File: config.mk
export PLATFORM = sky130hd
export DESIGN_NAME = temp_event_timing_scheduler
export DESIGN_NICKNAME = d
export VERILOG_FILES = /design/src/temp_sched_pkg.sv /design/src/sec_tick.sv /design/src/temp_event_timing_scheduler.sv
export VERILOG_INCLUDE_DIRS = /design/src
export SDC_FILE = /design/constraint.sdc
export NUM_CORES = 1
export LEC_CHECK = 0
export BUFFER_PORTS_ARGS = -buffer_cell sky130_fd_sc_hd__buf_2
export CAP_MARGIN = 30
export CORE_MARGIN = 3
export CORE_UTILIZATION = 53
export CTS_CLUSTER_DIAMETER = 60
export DETAILED_ROUTE_END_ITERATION = 8
export PLACE_DENSITY = 0.76
export SETUP_SLACK_MARGIN = 0.1
export SYNTH_ARGS = -nofsm -noshare
export SYNTH_HDL_FRONTEND = slang
export SYNTH_SLANG_ARGS = --single-unit
File: constraint.sdc
create_clock -name clk -period 2.8 [get_ports clk]
set_input_delay 0.42 -clock clk [delete_from_list [all_inputs] [get_ports clk]]
set_output_delay 0.42 -clock clk [all_outputs]
set_load 0.02 [all_outputs]
File: src/temp_sched_defines.svh
// Purpose: Named opcodes, field positions, reset values and timing figures of the temperature scheduler.
// Assumes: Included by its bare name from the design files.
// Notes:   Definitions only.
`ifndef TEMP_SCHED_DEFINES_SVH
`define TEMP_SCHED_DEFINES_SVH

// ****************************************
// Register access opcodes
// ****************************************
`define ET2_WR_OPCODE      8'h40
`define ET2_RD_OPCODE      8'hC0
`define ET1_WR_OPCODE_DEF  8'h3A
`define ET1_RD_OPCODE_DEF  8'hBA

// ****************************************
// Field positions
// ****************************************
`define INTERVAL_MSB       6
`define INTERVAL_LSB       1
`define ET1_RSVD_BIT       0
`define COUNT_MSB          15
`define COUNT_LSB          11

// ****************************************
// Reset values and timing
// ****************************************
`define ET1_RESET          16'h0000
`define ET2_RESET          16'h0000
`define CLK_FREQ_HZ        200000000
`define SECOND_S           1
`define SEC_CYCLES_DEF     (`CLK_FREQ_HZ * `SECOND_S)
`define INTERVAL_BASE_S    7'h01
`define CYCLE_BASE         6'h01

`endif

File: src/temp_sched_pkg.sv
// Purpose: Types shared by the temperature scheduler files.
// Assumes: Nothing.
// Notes:   State of sec_tick and of the scheduler is one packed struct each.
package temp_sched_pkg;

   typedef enum logic [1:0] {
      CMD_NONE,
      CMD_SEQ_FULL,
      CMD_SEQ_TEMP,
      CMD_OTHER
   } seq_cmd_t;

   typedef enum logic [1:0] {
      ST_IDLE,
      ST_RUN,
      ST_WAIT
   } sched_state_t;

   typedef struct packed {
      logic        wr;
      logic        rd;
      logic [7:0]  opcode;
      logic [15:0] wdata;
   } reg_req_t;

   typedef struct packed {
      logic        valid;
      logic [15:0] data;
   } reg_rsp_t;

   typedef struct packed {
      logic [31:0] cnt;
      logic        tick;
   } tick_state_t;

   typedef struct packed {
      logic [15:0]  et1;
      logic [15:0]  et2;
      sched_state_t st;
      logic [5:0]   cycles_left;
      logic [6:0]   sec_cnt;
      logic         start_p;
      logic         seq_done_p;
      logic         active;
      reg_rsp_t     rsp;
   } sched_state_s_t;

endpackage

File: src/sec_tick.sv
// Purpose: One-second tick from the system clock, realignable at each cycle start.
// Assumes: clk at 200 MHz.
// Notes:   The tick is a one-cycle pulse registered in the state struct.
`timescale 1ns/100ps
`include "temp_sched_defines.svh"

module sec_tick #(
   parameter int unsigned SEC_CYCLES = `SEC_CYCLES_DEF
) (
   input  wire logic clk,      // System clock.
   input  wire logic rstn,     // Asynchronous reset, active low.
   input  wire logic restart,  // Realign the second to this cycle.
   output logic      tick_q    // One-cycle pulse each elapsed second.
);
   import temp_sched_pkg::*;

   tick_state_t s_q;
   tick_state_t s_d;

   always_comb begin
      s_d      = s_q;
      s_d.tick = 1'b0;
      if (restart) begin
         s_d.cnt = 32'h0000_0000;
      end else if (s_q.cnt == 32'(SEC_CYCLES - 1)) begin
         s_d.cnt  = 32'h0000_0000;
         s_d.tick = 1'b1;
      end else begin
         s_d.cnt = s_q.cnt + 32'h0000_0001;
      end
   end

   always_ff @(posedge clk or negedge rstn) begin
      if (!rstn) begin
         s_q <= '0;
      end else begin
         s_q <= s_d;
      end
   end

   assign tick_q = s_q.tick;

endmodule

File: src/temp_event_timing_scheduler.sv
// Purpose: Temperature part of the event timing scheduler: interval and cycle count.
// Assumes: Register requests come already decoded from the serial command port.
// Notes:   Both configuration words reset to their flash default of zero.
`timescale 1ns/100ps
`include "temp_sched_defines.svh"

// Notes on behaviour
// - Interval runs from one temperature cycle start to the next start.
// - Interval only schedules during the full or temperature event sequence commands.
// - Interval code in bits 6:1 gives (code+1) seconds; bit 0 is reserved.
// - Count code in bits 15:11 of second register gives code+1 cycles.
// - Count reloads at each such command accepted while idle; temperature part ends after last cycle.
module temp_event_timing_scheduler #(
   parameter int unsigned SEC_CYCLES = `SEC_CYCLES_DEF,   // Clock cycles per second.
   parameter logic [7:0]  ET1_WR_OP  = `ET1_WR_OPCODE_DEF, // Write opcode of first register.
   parameter logic [7:0]  ET1_RD_OP  = `ET1_RD_OPCODE_DEF  // Read opcode of first register.
) (
   input  wire logic                      clk,            // System clock.
   input  wire logic                      rstn,           // Asynchronous reset, active low.
   input  temp_sched_pkg::reg_req_t       reg_req,        // Decoded register request.
   output temp_sched_pkg::reg_rsp_t       reg_rsp,        // Registered read answer.
   input  wire logic                      cmd_valid,      // Event command strobe.
   input  temp_sched_pkg::seq_cmd_t       cmd,            // Event command code.
   input  wire logic                      cmd_abort,      // Halt any running sequence.
   input  wire logic                      temp_cycle_done, // Measurement engine finished a cycle.
   output logic                           temp_start_q,   // Pulse: start one temperature cycle.
   output logic                           temp_active_q,  // Temperature sequence running.
   output logic                           temp_seq_done_q, // Pulse: temperature sequence ended.
   output logic [5:0]                     cycles_left_q   // Cycles still to start.
);
   import temp_sched_pkg::*;

   sched_state_s_t s_q;
   sched_state_s_t s_d;
   logic           sec_tick_w;

   // ****************************************
   // Second base
   // ****************************************
   sec_tick #(
      .SEC_CYCLES (SEC_CYCLES)
   ) u_sec_tick (
      .clk     (clk),
      .rstn    (rstn),
      .restart (s_q.start_p),
      .tick_q  (sec_tick_w)
   );

   function automatic logic is_temp_cmd(input seq_cmd_t c);
      is_temp_cmd = (c == CMD_SEQ_FULL) || (c == CMD_SEQ_TEMP);
   endfunction

   function automatic logic [6:0] interval_s(input logic [15:0] et1);
      interval_s = {1'b0, et1[`INTERVAL_MSB:`INTERVAL_LSB]} + `INTERVAL_BASE_S;
   endfunction

   // ****************************************
   // Next state
   // ****************************************
   always_comb begin
      s_d            = s_q;
      s_d.start_p    = 1'b0;
      s_d.seq_done_p = 1'b0;
      s_d.rsp.valid  = 1'b0;

      if (reg_req.wr) begin
         if (reg_req.opcode == ET1_WR_OP) begin
            // The reserved bit is not stored, so it always reads back as zero.
            s_d.et1                = reg_req.wdata;
            s_d.et1[`ET1_RSVD_BIT] = 1'b0;
         end else if (reg_req.opcode == `ET2_WR_OPCODE) begin
            s_d.et2 = reg_req.wdata;
         end
      end
      if (reg_req.rd) begin
         s_d.rsp.valid = 1'b1;
         if (reg_req.opcode == ET1_RD_OP) begin
            s_d.rsp.data = s_q.et1;
         end else if (reg_req.opcode == `ET2_RD_OPCODE) begin
            s_d.rsp.data = s_q.et2;
         end else begin
            s_d.rsp.data = 16'h0000;
         end
      end

      if (sec_tick_w && (s_q.sec_cnt != 7'h7F)) begin
         s_d.sec_cnt = s_q.sec_cnt + 7'h01;
      end

      unique case (s_q.st)
         ST_IDLE: begin
            if (cmd_valid && is_temp_cmd(cmd) && !cmd_abort) begin
               // Count is taken afresh from the register at every accepted command.
               s_d.cycles_left = {1'b0, s_q.et2[`COUNT_MSB:`COUNT_LSB]} + `CYCLE_BASE - 6'h01;
               s_d.start_p     = 1'b1;
               s_d.sec_cnt     = 7'h00;
               s_d.active      = 1'b1;
               s_d.st          = ST_RUN;
            end
         end
         ST_RUN: begin
            if (cmd_abort) begin
               s_d.st          = ST_IDLE;
               s_d.active      = 1'b0;
               s_d.cycles_left = 6'h00;
               s_d.seq_done_p  = 1'b1;
            end else if (temp_cycle_done) begin
               if (s_q.cycles_left == 6'h00) begin
                  s_d.st         = ST_IDLE;
                  s_d.active     = 1'b0;
                  s_d.seq_done_p = 1'b1;
               end else begin
                  s_d.st = ST_WAIT;
               end
            end
         end
         ST_WAIT: begin
            // Timing counts from the previous start, not from the cycle end.
            // A cycle longer than the interval makes the next start follow at once.
            if (cmd_abort) begin
               s_d.st          = ST_IDLE;
               s_d.active      = 1'b0;
               s_d.cycles_left = 6'h00;
               s_d.seq_done_p  = 1'b1;
            end else if (s_d.sec_cnt >= interval_s(s_q.et1)) begin
               s_d.cycles_left = s_q.cycles_left - 6'h01;
               s_d.start_p     = 1'b1;
               s_d.sec_cnt     = 7'h00;
               s_d.st          = ST_RUN;
            end
         end
      endcase
   end

   always_ff @(posedge clk or negedge rstn) begin
      if (!rstn) begin
         s_q     <= '0;
         s_q.et1 <= `ET1_RESET;
         s_q.et2 <= `ET2_RESET;
         s_q.st  <= ST_IDLE;
      end else begin
         s_q <= s_d;
      end
   end

   // ****************************************
   // Outputs
   // ****************************************
   assign reg_rsp         = s_q.rsp;
   assign temp_start_q    = s_q.start_p;
   assign temp_active_q   = s_q.active;
   assign temp_seq_done_q = s_q.seq_done_p;
   assign cycles_left_q   = s_q.cycles_left;

endmodule

### Yosys cells after proc, flatten, opt, wreduce, memory -nomap -nowiden

Cells that the tools add are included.

| word-level totals | value |
|---|---|
| input port bits | 33 |
| logic and storage cells | 73 |
| register bits after elaboration | 99 |
| output and inout port bits | 26 |

| cells by class | value |
|---|---|
| magnitude comparators | 1 |
| eq/ne operators | 16 |
| $add $sub $neg | 6 |
| reductions and logical operators | 12 |
| bitwise operators | 1 |
| muxes and demuxes | 25 |

Operator list:

| cell | count |
|---|---|
| 2-to-1 mux 16 bit | 4 |
| 2-to-1 mux 32 bit | 2 |
| adder 32 x 1 -> 32 bit (second input constant) | 1 |
| equality test 32 x 28 -> 1 bit (second input constant) | 1 |
| case mux 8 bit (3 select lines) | 1 |
| 2-to-1 mux 17 bit | 1 |
| equality test 8 bit (second input constant) | 2 |
| 2-to-1 mux 8 bit | 2 |
| case mux 8 bit (2 select lines) | 1 |
| 2-to-1 mux 2 bit | 7 |
| subtractor 6 x 1 -> 6 bit (second input constant) | 2 |
| inequality test 3 bit (second input constant) | 3 |
| AND reduction 3 bit | 3 |
| equality test 8 x 6 -> 1 bit (second input constant) | 1 |
| equality test 8 x 7 -> 1 bit (second input constant) | 1 |
| adder 6 x 1 -> 7 bit (second input constant) | 1 |
| adder 7 x 1 -> 7 bit (second input constant) | 1 |
| greater-or-equal comparator 7 bit | 1 |
| 2-to-1 mux 7 bit | 1 |
| inequality test 7 bit (second input constant) | 1 |
| adder 5 x 1 -> 6 bit (second input constant) | 1 |
| logical NOT 6 bit | 1 |
| 2-to-1 mux 6 bit | 1 |
| inequality test 2 bit (second input constant) | 3 |
| other kinds (12) | 18 |

### Longest topological paths before layout

Gate-level depths: netlist of the first run.

| depth | value |
|---|---|
| word-level depth | 7 |
| gate-level depth with buffers | 14 |
| mapped depth without buffers | 13 |

### By module

From an unflattened synthesis of the first run, not the netlist that was laid out.

| unflattened totals | value |
|---|---|
| cell total of the unflattened synthesis | 512 |
| area total of the unflattened synthesis | 5297.6 µm² |

Modules (own cells, without submodules):

| module | cells an instance | seq. area each (µm²) | area each (µm²) | times used |
|---|---|---|---|---|
| temp_event_timing_scheduler | 329 | 1651.6 | 3502.1 | 1 |
| sec_tick | 183 | 825.8 | 1795.5 | 1 |

### Worst setup path after synthesis of the first run

No wires, ideal clock.

| timing path | value |
|---|---|
| path kind | register to register |
| start point | register s_q[20] (netlist name) |
| end point | register s_q (netlist bit cycles_left_q[1]) |
| path slack | -0.243 ns |
| library setup time | 0.125 ns |
| data required time | 2.675 ns |
| data arrival time | 2.919 ns |
| cell stages (with the launch flop) | 15 |
| clock period less this slack | 3.043 ns |
| buffers on the path | 1 |
| cells stage by stage | dfrtp_1 ha_1 nand4_1 o21ai_0 or3_1 nor2_1 xor2_1 ha_1 nand2_1 o21ai_2 o21bai_1 o32ai_2 buf_6 o31ai_1 mux2_2 |

| between the ends | value |
|---|---|
| cells in the longest elaborated chain, start to end | 6 |
| elaborated cells between the ends (all ways) | 7 |
| those cells by class | add/sub: 1; order compare: 1; eq/ne: 2; mux: 1; reduce/logical: 2 |

RTL lines:

| what | RTL line | source |
|---|---|---|
| from (decl) | temp_event_timing_scheduler.sv:33 | `sched_state_s_t s_q;` |
| branches (longest 2 deep; another with adder 7 x 1 -> 7 bit) | n/a |  |
| 2-to-1 mux 7 bit * | temp_event_timing_scheduler.sv:86 | `if (sec_tick_w && (s_q.sec_cnt != 7'h7F)) begin` |
| greater-or-equal comparator 7 bit * | temp_event_timing_scheduler.sv:125 | `end else if (s_d.sec_cnt >= interval_s(s_q.et1)) begin` |
| inequality test 3 bit (no source line) * | n/a |  |
| AND reduction 3 bit (no source line) * | n/a |  |

Every way passes the cells marked *.
A chain may end at the register's enable or synchronous reset.

### Worst setup path after layout of the first run

| timing path | value |
|---|---|
| start point | register s_q[21] (netlist name) |
| end point | register s_q (netlist bit cycles_left_q[1]) |

Same word-level chain as after synthesis.

==> summary.md, run 1 <==
| Metric | Value |
|---|---|
| CP Cell Sequence | ha_2, nand4_1, o21ai_2, or3_4, nor2_4, xor2_2, ha_1, nand2_1, o21ai_2, o21bai_4, o32ai_4, buf_6, o31ai_2, mux2_4 |
| Max cap viols | 0 |
| Port buffer count | 58 |
| Endpoints failing setup | 16 |
| CP delay by family, top | compound AO/OA/AOI/OAI gates |
| Lkg Pwr | between 2 and 3 nW |
| Clk sinks | 99 |
| Final Skew | 0.01555 ns |
| R2R setup slack | -0.19 ns |
| Worst-skew pair later-pin latency | 0.38 ns |
| Mean post-synth cell area | 10.36 um^2 |
| Switch share | 30.45% |
| Fin worst setup slack | -0.1860 ns |
| Vias | roughly 3,800 |
| Share of layout cells above drive strength 1 | 29.32% |
| Startpoint class of the critical path | flop |
| Crit path buf inv count | 1 |
| Row count | 35 |
| Worst slew pin tran | a little over 0.7 ns |
| Worst slew margin | a little over half |
| Endpoint type of the worst setup path | flop |
| Min-delay worst type | primary input to asynchronous set/reset pin |
| Met3 GRT Util | 6.021% |
| Nets | 596 |
| Max stage delay cell, worst path | dfrtp_1 |
| Hold buffer count at CTS | 0 |
| Place WS | -0.2386 ns |
| Most common cell after layout, fill and taps aside | dfrtp_1 |
| Final hold vios | 0 |
| Failing checks | negative setup slack |
| RR Startpoint | s_q[21]$_DFF_PN0_ |
| Multi-input logic area | 2444 um^2 |
| Average wire per standard cell | 15.68 um |
| Synthesized flop and latch total | 99 |
| Final core occ | 63.22% |
| Global router's overall resource usage | 20.52% |
| DRC viols | 0 |
| Vias in the first global route | 3,944 |
| Die width | ~100 um |
| WS Path Type | flop to flop |
| Most used cell, CP | o21ai_2 |
| Post-route minimum period | 2.986 ns |
| Ys flop type | dfrtp_1 |
| Slowest cell delay on critical path | approximately 0.41 ns |
| Fmax | ~330 MHz |
| Most used routing layer in global routing | met2 |
| Mapped Area | 5136 um^2 |
| Logic pwr share | 19.6% |
| Ys Warns | 0 |
| Outcome | finished with violations |
| Cell variety after synth | 54 |
| Seq/Total Area, Yosys | about 48% |
| Critical-path maximum fanout | 6 |
| Post-synthesis simple-gate area fraction | 17.22% |
| Drt first pass iters | 4 |
| Mux cell area share after synthesis | between 7 and 8% |
| Pin count of the biggest net entering global routing | 57 |
| Largest family of logic cells by synthesized area | simple AND/OR/NAND/NOR gates |
| GR Overflow Total | 0 |
| Vias per cell | 5.574 |
| Synth Area in XOR/XNOR | 6.650% |
| Peak supply drop | slightly above 500 uV |
| NetSw | slightly above 1 mW |
| Total CTS buffers | 9 |
| Post-synth EDFFs | 0 |
| Met1 Usage GRT | 25.40% |
| Worst R2R Path Depth | 14 |
| RSZ-0062 raised after global routing | true |
| CP Data Required Time | 3.07 ns |
| Area Overhead vs Synth | 14.81% |
| Reg-to-Reg End | cycles_left_q[1]$_DFFE_PN0P_ |
| Post-Synth Adder-Cell Area | between 2 and 3% |
| Slew Limit Fails | 0 |
| Root Driver | clkbuf_8 |
| Core area | 9328 um^2 |
| Async SR Flop Fraction | 100.0% |
| First-pass GRT wire length | 18.38 mm |
| Overall power | 3.352 mW |
| TritonCTS clock tree | yes |
| P per Cell Area | 568.4 nW/um^2 |
| Share of power burned in registers | 48.1% |
| Post-synthesis compound-gate area fraction | about 11% |
| # IOs | 59 |
| Post-synthesis cell count | 496 |
| Initial DRC Count | 145 |
| Most frequent cells in the layout | dfrtp_1 (99), nor2_1 (64), buf_2 (57) |
| Crit path DAT | roughly 3.3 ns |
| H-Tree Depth | 3 |
| Final period utilization | 106.6% |
| Post-Synthesis Net Count | 541 |
| Seq. cell area | around 2500 um^2 |
| Int Pwr | 2.331 mW |
| HPWL after detailed placement | 7.453 mm |
| Fillers | 753 |
| Die Ht | 104.4 um |
| Placer congestion estimate | 0.8691 |
| DRT antenna net count | 0 |
| CTS max path bufs | 2 |
| Full die area | 10,910 um^2 |
| CTS clk-pin slew, worst paths | about 0.10 ns |
| DRT Wirelength | between 10 and 15 mm |
| Clock network power share | 32.3% |
| Grt met2 use | 34.64% |
| Initial antenna violation count | 1 |
| Starting Density | 55.06% |
## synth_stat cells (3+ instances only)
master     n  area, um^2
and2_1     5       31.28
dfrtp_1   99        2477
inv_1     15       56.30
mux2_2    32       360.4
nor2_1    65       244.0
a21boi_0   5       37.54
xor2_1    18       157.7
clkbuf_1  12       45.04
ha_1      12       150.1
nand2_1   27       101.4
xnor2_1   21       183.9
nand3_1   21       105.1
nor3_1    10       50.05
buf_4     23       172.7
o21ai_0   13       65.06
nor4_1     6       37.54
nor2b_1    6       37.54
a22oi_1   17       127.6
a21o_1     4       30.03
nand4_1   12       75.07
nand2b_1   3       18.77
buf_6      4       45.04
o31ai_1    4       30.03
and4_1     3       26.28
a21oi_1   22       110.1
## state kept, by name (all words and copies together), names as in the netlist
signal             cells
temp_seq_done_q        1
s_q                   40
temp_active_q          1
u_sec_tick.s_q        32
cycles_left_q          6
u_sec_tick.tick_q      1
reg_rsp               17
temp_start_q           1
## repair_timing
item,CTS,global route
endpoints found under the setup margin,16,16
setup buffers,4,4
pin swaps,10,9
gates resized for setup,16,10
## logic make-up after synthesis
kind of cell             count (synthesis)
AND/OR/NAND/NOR                        174
multiplexers                            34
flip-flops                              99
adder cells (fa/ha/maj)                 12
AO/OA/AOI/OAI                           82
buffers and inverters                   56
XOR/XNOR                                39
## layout make-up
cell class              count  area share, %
clock buffers               9          2.101
clock inverters             7          1.973
well taps                 129          2.737
multi-input cells         341          41.44
flip-flops and latches     99          42.01
diodes                      1        0.04244
repair buffers             84          8.678
inverters                  16          1.018
## per-layer routing
metal	part of all wire [%]	vias up
li1	-	1836
met1	42	1904
met2	52	68
met3	4.2	16
met4	2.1	0
met5	0	-
## worst max path at each step
stage	start	endpoint	slack, ns	depth (start not counted)
final	s_q[21]$_DFF_PN0_	cycles_left_q[1]$_DFFE_PN0P_	-0.19	14
after global routing	s_q[20]$_DFF_PN0_	cycles_left_q[1]$_DFFE_PN0P_	-0.31	14
after CTS	s_q[20]$_DFF_PN0_	cycles_left_q[1]$_DFFE_PN0P_	-0.20	14
after detailed placement	s_q[21]$_DFF_PN0_	cycles_left_q[1]$_DFFE_PN0P_	-0.24	14
after global placement	s_q[21]$_DFF_PN0_	cycles_left_q[1]$_DFFE_PN0P_	-0.13	14
after floorplan	s_q[21]$_DFF_PN0_	cycles_left_q[1]$_DFFE_PN0P_	-0.05	14
## power groups by stage
stage	Combinational, mW	Sequential (mW)	Clock [mW]
after floorplan	0.423	1.64	0
after global placement	0.584	1.63	0
after detailed placement	0.602	1.64	0
after CTS	0.640	1.61	1.11
after global routing	0.736	1.63	1.16
final	0.656	1.61	1.08
## worst reg2reg max path, stage by stage (launching register included)
cell and delay [ns]:
dfrtp_1 0.41, ha_2 0.20, nand4_1 0.13, o21ai_2 0.08, or3_4 0.37, nor2_4 0.12, xor2_2 0.16, ha_1 0.26
nand2_1 0.08, o21ai_2 0.06, o21bai_4 0.19, o32ai_4 0.33, buf_6 0.18, o31ai_2 0.06, mux2_4 0.26
## stage by stage
step / setup TNS, ns / hold slack [ns] / instance area [um^2] / std cells
6_report: -1.701 / 0.02353 / 5897 / 686
5_1_grt: -3.826 / 0.04635 / 5897 / 686
4_1_cts: -1.642 / 0.03586 / 5828 / 682
3_5_place_dp: -2.156 / 0.4538 / 5503 / 662
3_3_place_gp: -0.5339 / 0.4363 / 5503 / 662
2_1_floorplan: -0.04707 / 0.1244 / 5161 / 496
(Power assumes the default switching activity.)
==> inputs of run 2 (changes only) <==
- CORE_ASPECT_RATIO: default -> 1.5
==> run 2 against run 1 <==
  * The flow still finishes with violations (negative setup slack)
  * Clock power is 15% higher
  * Cell area is 1.7% higher
  * Register-to-register slack barely moved
  * Routed wire length grew 4.5%
  * Combinational power is 2% higher
  * Setup slack got worse by 0.0050 ns
  * Clock-buffer cell count grew 1
  * Clock skew down 0.0079 ns
  * Maximum frequency down 0.17%
  * Worst hold slack better by 0.17 ns
  * Die area rose by 0.22%
  * Critical path depth is the same
  * Critical path type unchanged
  * Largest cell class unchanged
  * Largest power group unchanged
  * Highest routed layer unchanged
==> summary.md, run 2 (synthesized netlist as in run 1, its figures left out) <==
| Metric | Value |
|---|---|
| Worst-skew pair later-pin latency | 0.35 ns |
| TritonCTS clock tree | yes |
| Placer congestion estimate | 0.8471 |
| Share of layout cells above drive strength 1 | between 30% and 40% |
| Most used cell, CP | o21ai_2 |
| Non-filler instance count after layout | ~670 |
| Startpoint class of the critical path | flop |
| Final hold vios | 0 |
| Clk sinks | between 90 and 100 |
| Initial DRC Count | 181 |
| Endpoint type of the worst setup path | flop |
| Min-delay worst type | primary input to asynchronous set/reset pin |
| Crit path DAT | 3.22 ns |
| Port buffer count | 58 |
| HPWL after detailed placement | 7.651 mm |
| DRC viols | 0 |
| First-pass GRT wire length | around 19 mm |
| CP Cell Sequence | ha_2, nand4_1, o21ai_2, or3_4, nor2_4, xor2_2, ha_1, nand2_1, o21ai_2, o21bai_4, o32ai_4, buf_6, a21oi_4, mux2_4 |
| Area Overhead vs Synth | 16.71% |
| Worst slew margin | 38.74% |
| Slew Limit Fails | 0 |
| Core area | 9361 um^2 |
| H-Tree Depth | 3 |
| Slowest cell delay on critical path | 0.40 ns |
| # IOs | around 60 |
| Worst slew pin tran | around 0.92 ns |
| CTS max path bufs | 2 |
| Final Skew | 0.007651 ns |
| RSZ-0062 raised after global routing | true |
| Fin worst setup slack | -0.1910 ns |
| Final period utilization | 106.8% |
| Global router's overall resource usage | 21.69% |
| Cells after DPL | 645 |
| P per Cell Area | 587.0 nW/um^2 |
| CP Data Required Time | between 3 and 4 ns |
| Most common cell after layout, fill and taps aside | dfrtp_1 |
| Pin count of the biggest net entering global routing | 73 |
| RR Startpoint | s_q[21]$_DFF_PN0_ |
| Fmax | roughly 330 MHz |
| Post-route cell area | 5995 um^2 |
| Vias | ~3,900 |
| DRT antenna net count | 0 |
| CTS clk-pin slew, worst paths | 0.07 ns |
| Average wire per standard cell | 16.71 um |
| Most frequent cells in the layout | dfrtp_1 (99), nor2_1 (64), buf_2 (57) |
| Biggest register | s_q |
| Drt first pass iters | 5 |
| Endpoints failing setup | 16 |
| Die width | 86.38 um |
| Failing checks | negative setup slack |
| Die Ht | 126.6 um |
| Vias per cell | 5.790 |
| Max cap viols | 0 |
| WHS | approximately 0.2 ns |
| Critical-path maximum fanout | 6 |
| Total CTS buffers | 9 |
| Hold buffer count at CTS | 0 |
| Fin Setup TNS | -1.979 ns |
| Vias in the first global route | 4,009 |
| Initial antenna violation count | 0 |
| GR Overflow Total | 0 |
| DRT Wirelength | 11.24 mm |
| Largest register FFs | 40 |
| Lkg Pwr | roughly 2.8 nW |
| Starting Density | 54.87% |
| Post-route minimum period | 2.991 ns |
| WS Path Type | flop to flop |
| Placed cell areas | around 5500 um^2 |
| Max stage delay cell, worst path | dfrtp_1 |
| Overall power | between 3 and 4 mW |
| Row count | 43 |
| Nets | 601 |
| Start point of the critical path | s_q[21]$_DFF_PN0_ |
| Full die area | between 10,000 and 15,000 um^2 |
| Diode count | 0 |
| Outcome | finished with violations |
| Root Driver | clkbuf_16 |
| Peak supply drop | 406.2 uV |
## run 2: changes by cell type in the layout (fill, tap and decap cells not counted), moves of 2 or more
cell,previous run,this run
buf_4,23,26
clkbuf_8,9,1
bufinv_16,2,0
a21oi_1,19,17
buf_6,3,5
clkbuf_16,0,9
## run 2: path summary, 6_finish.rpt
kind,endpoint,slack [ns],cells after the start
worst max-delay path,cycles_left_q[1]$_DFFE_PN0P_,-0.19,14
worst min-delay path,u_sec_tick.s_q[6]$_DFF_PN0_,0.20,1
worst max register to register,cycles_left_q[1]$_DFFE_PN0P_,-0.19,14
worst min register to register,u_sec_tick.s_q[1]$_DFF_PN0_,0.46,1
max in group asynchronous,s_q[40]$_DFFE_PN0P_,1.83,2
min in group clk,s_q[52]$_DFFE_PN0P_,0.29,3
## run 2: timing repair
item,in CTS,in global routing
resized for setup,19,14
pin swaps,12,7
cloned,0,0
endpoints found under the hold margin,0,0
endpoints found under the setup margin,16,16
setup buffers,9,3
## run 2: power breakdown
group / total, mW / leakage (nW) / internal, mW / switching [mW]
registers: 1.61 / 1.33 / 1.53 / 0.0761
logic: 0.667 / 1.28 / 0.267 / 0.400
clock network: 1.24 / 0.149 / 0.652 / 0.589
## run 2: layout make-up
class / instances / area, um^2
fillers: 747 / 3367
flip-flops and latches: 99 / 2477
multi-input cells: 341 / 2459
repair buffers: 89 / 556.8
clock buffers: 10 / 239.0
well taps: 112 / 140.1
clock inverters: 6 / 62.56
inverters: 16 / 60.06
## run 2: critical path, delay by kind of cell, from the launching register on
kind	cells	cell delay, ns
DFF	1	0.40
buffers and inverters	1	0.16
muxes	1	0.30
xor gates and xnor gates	1	0.17
adders and majority gates	2	0.47
and+or+nand+nor	4	0.69
AOI/OAI and AO/OA	5	0.68
## run 2: metrics by stage
stage                     setup slack [ns]  utilization, %
after global placement             -0.1144           58.55
after detailed placement           -0.2806           58.55
after floorplan                   -0.04707               -
after global routing               -0.2967           64.03
after CTS                          -0.2030           63.16
final                              -0.1910           64.03
## run 2: routing by layer
layer | routed length [um] | vias up | GRT usage [%]
li1 | - | 1846 | -
met1 | 4388 | 1941 | 25.04
met2 | 6067 | 81 | 37.24
met3 | 400 | 29 | 5.068
met4 | 388 | 0 | 10.46
met5 | 0 | - | 0
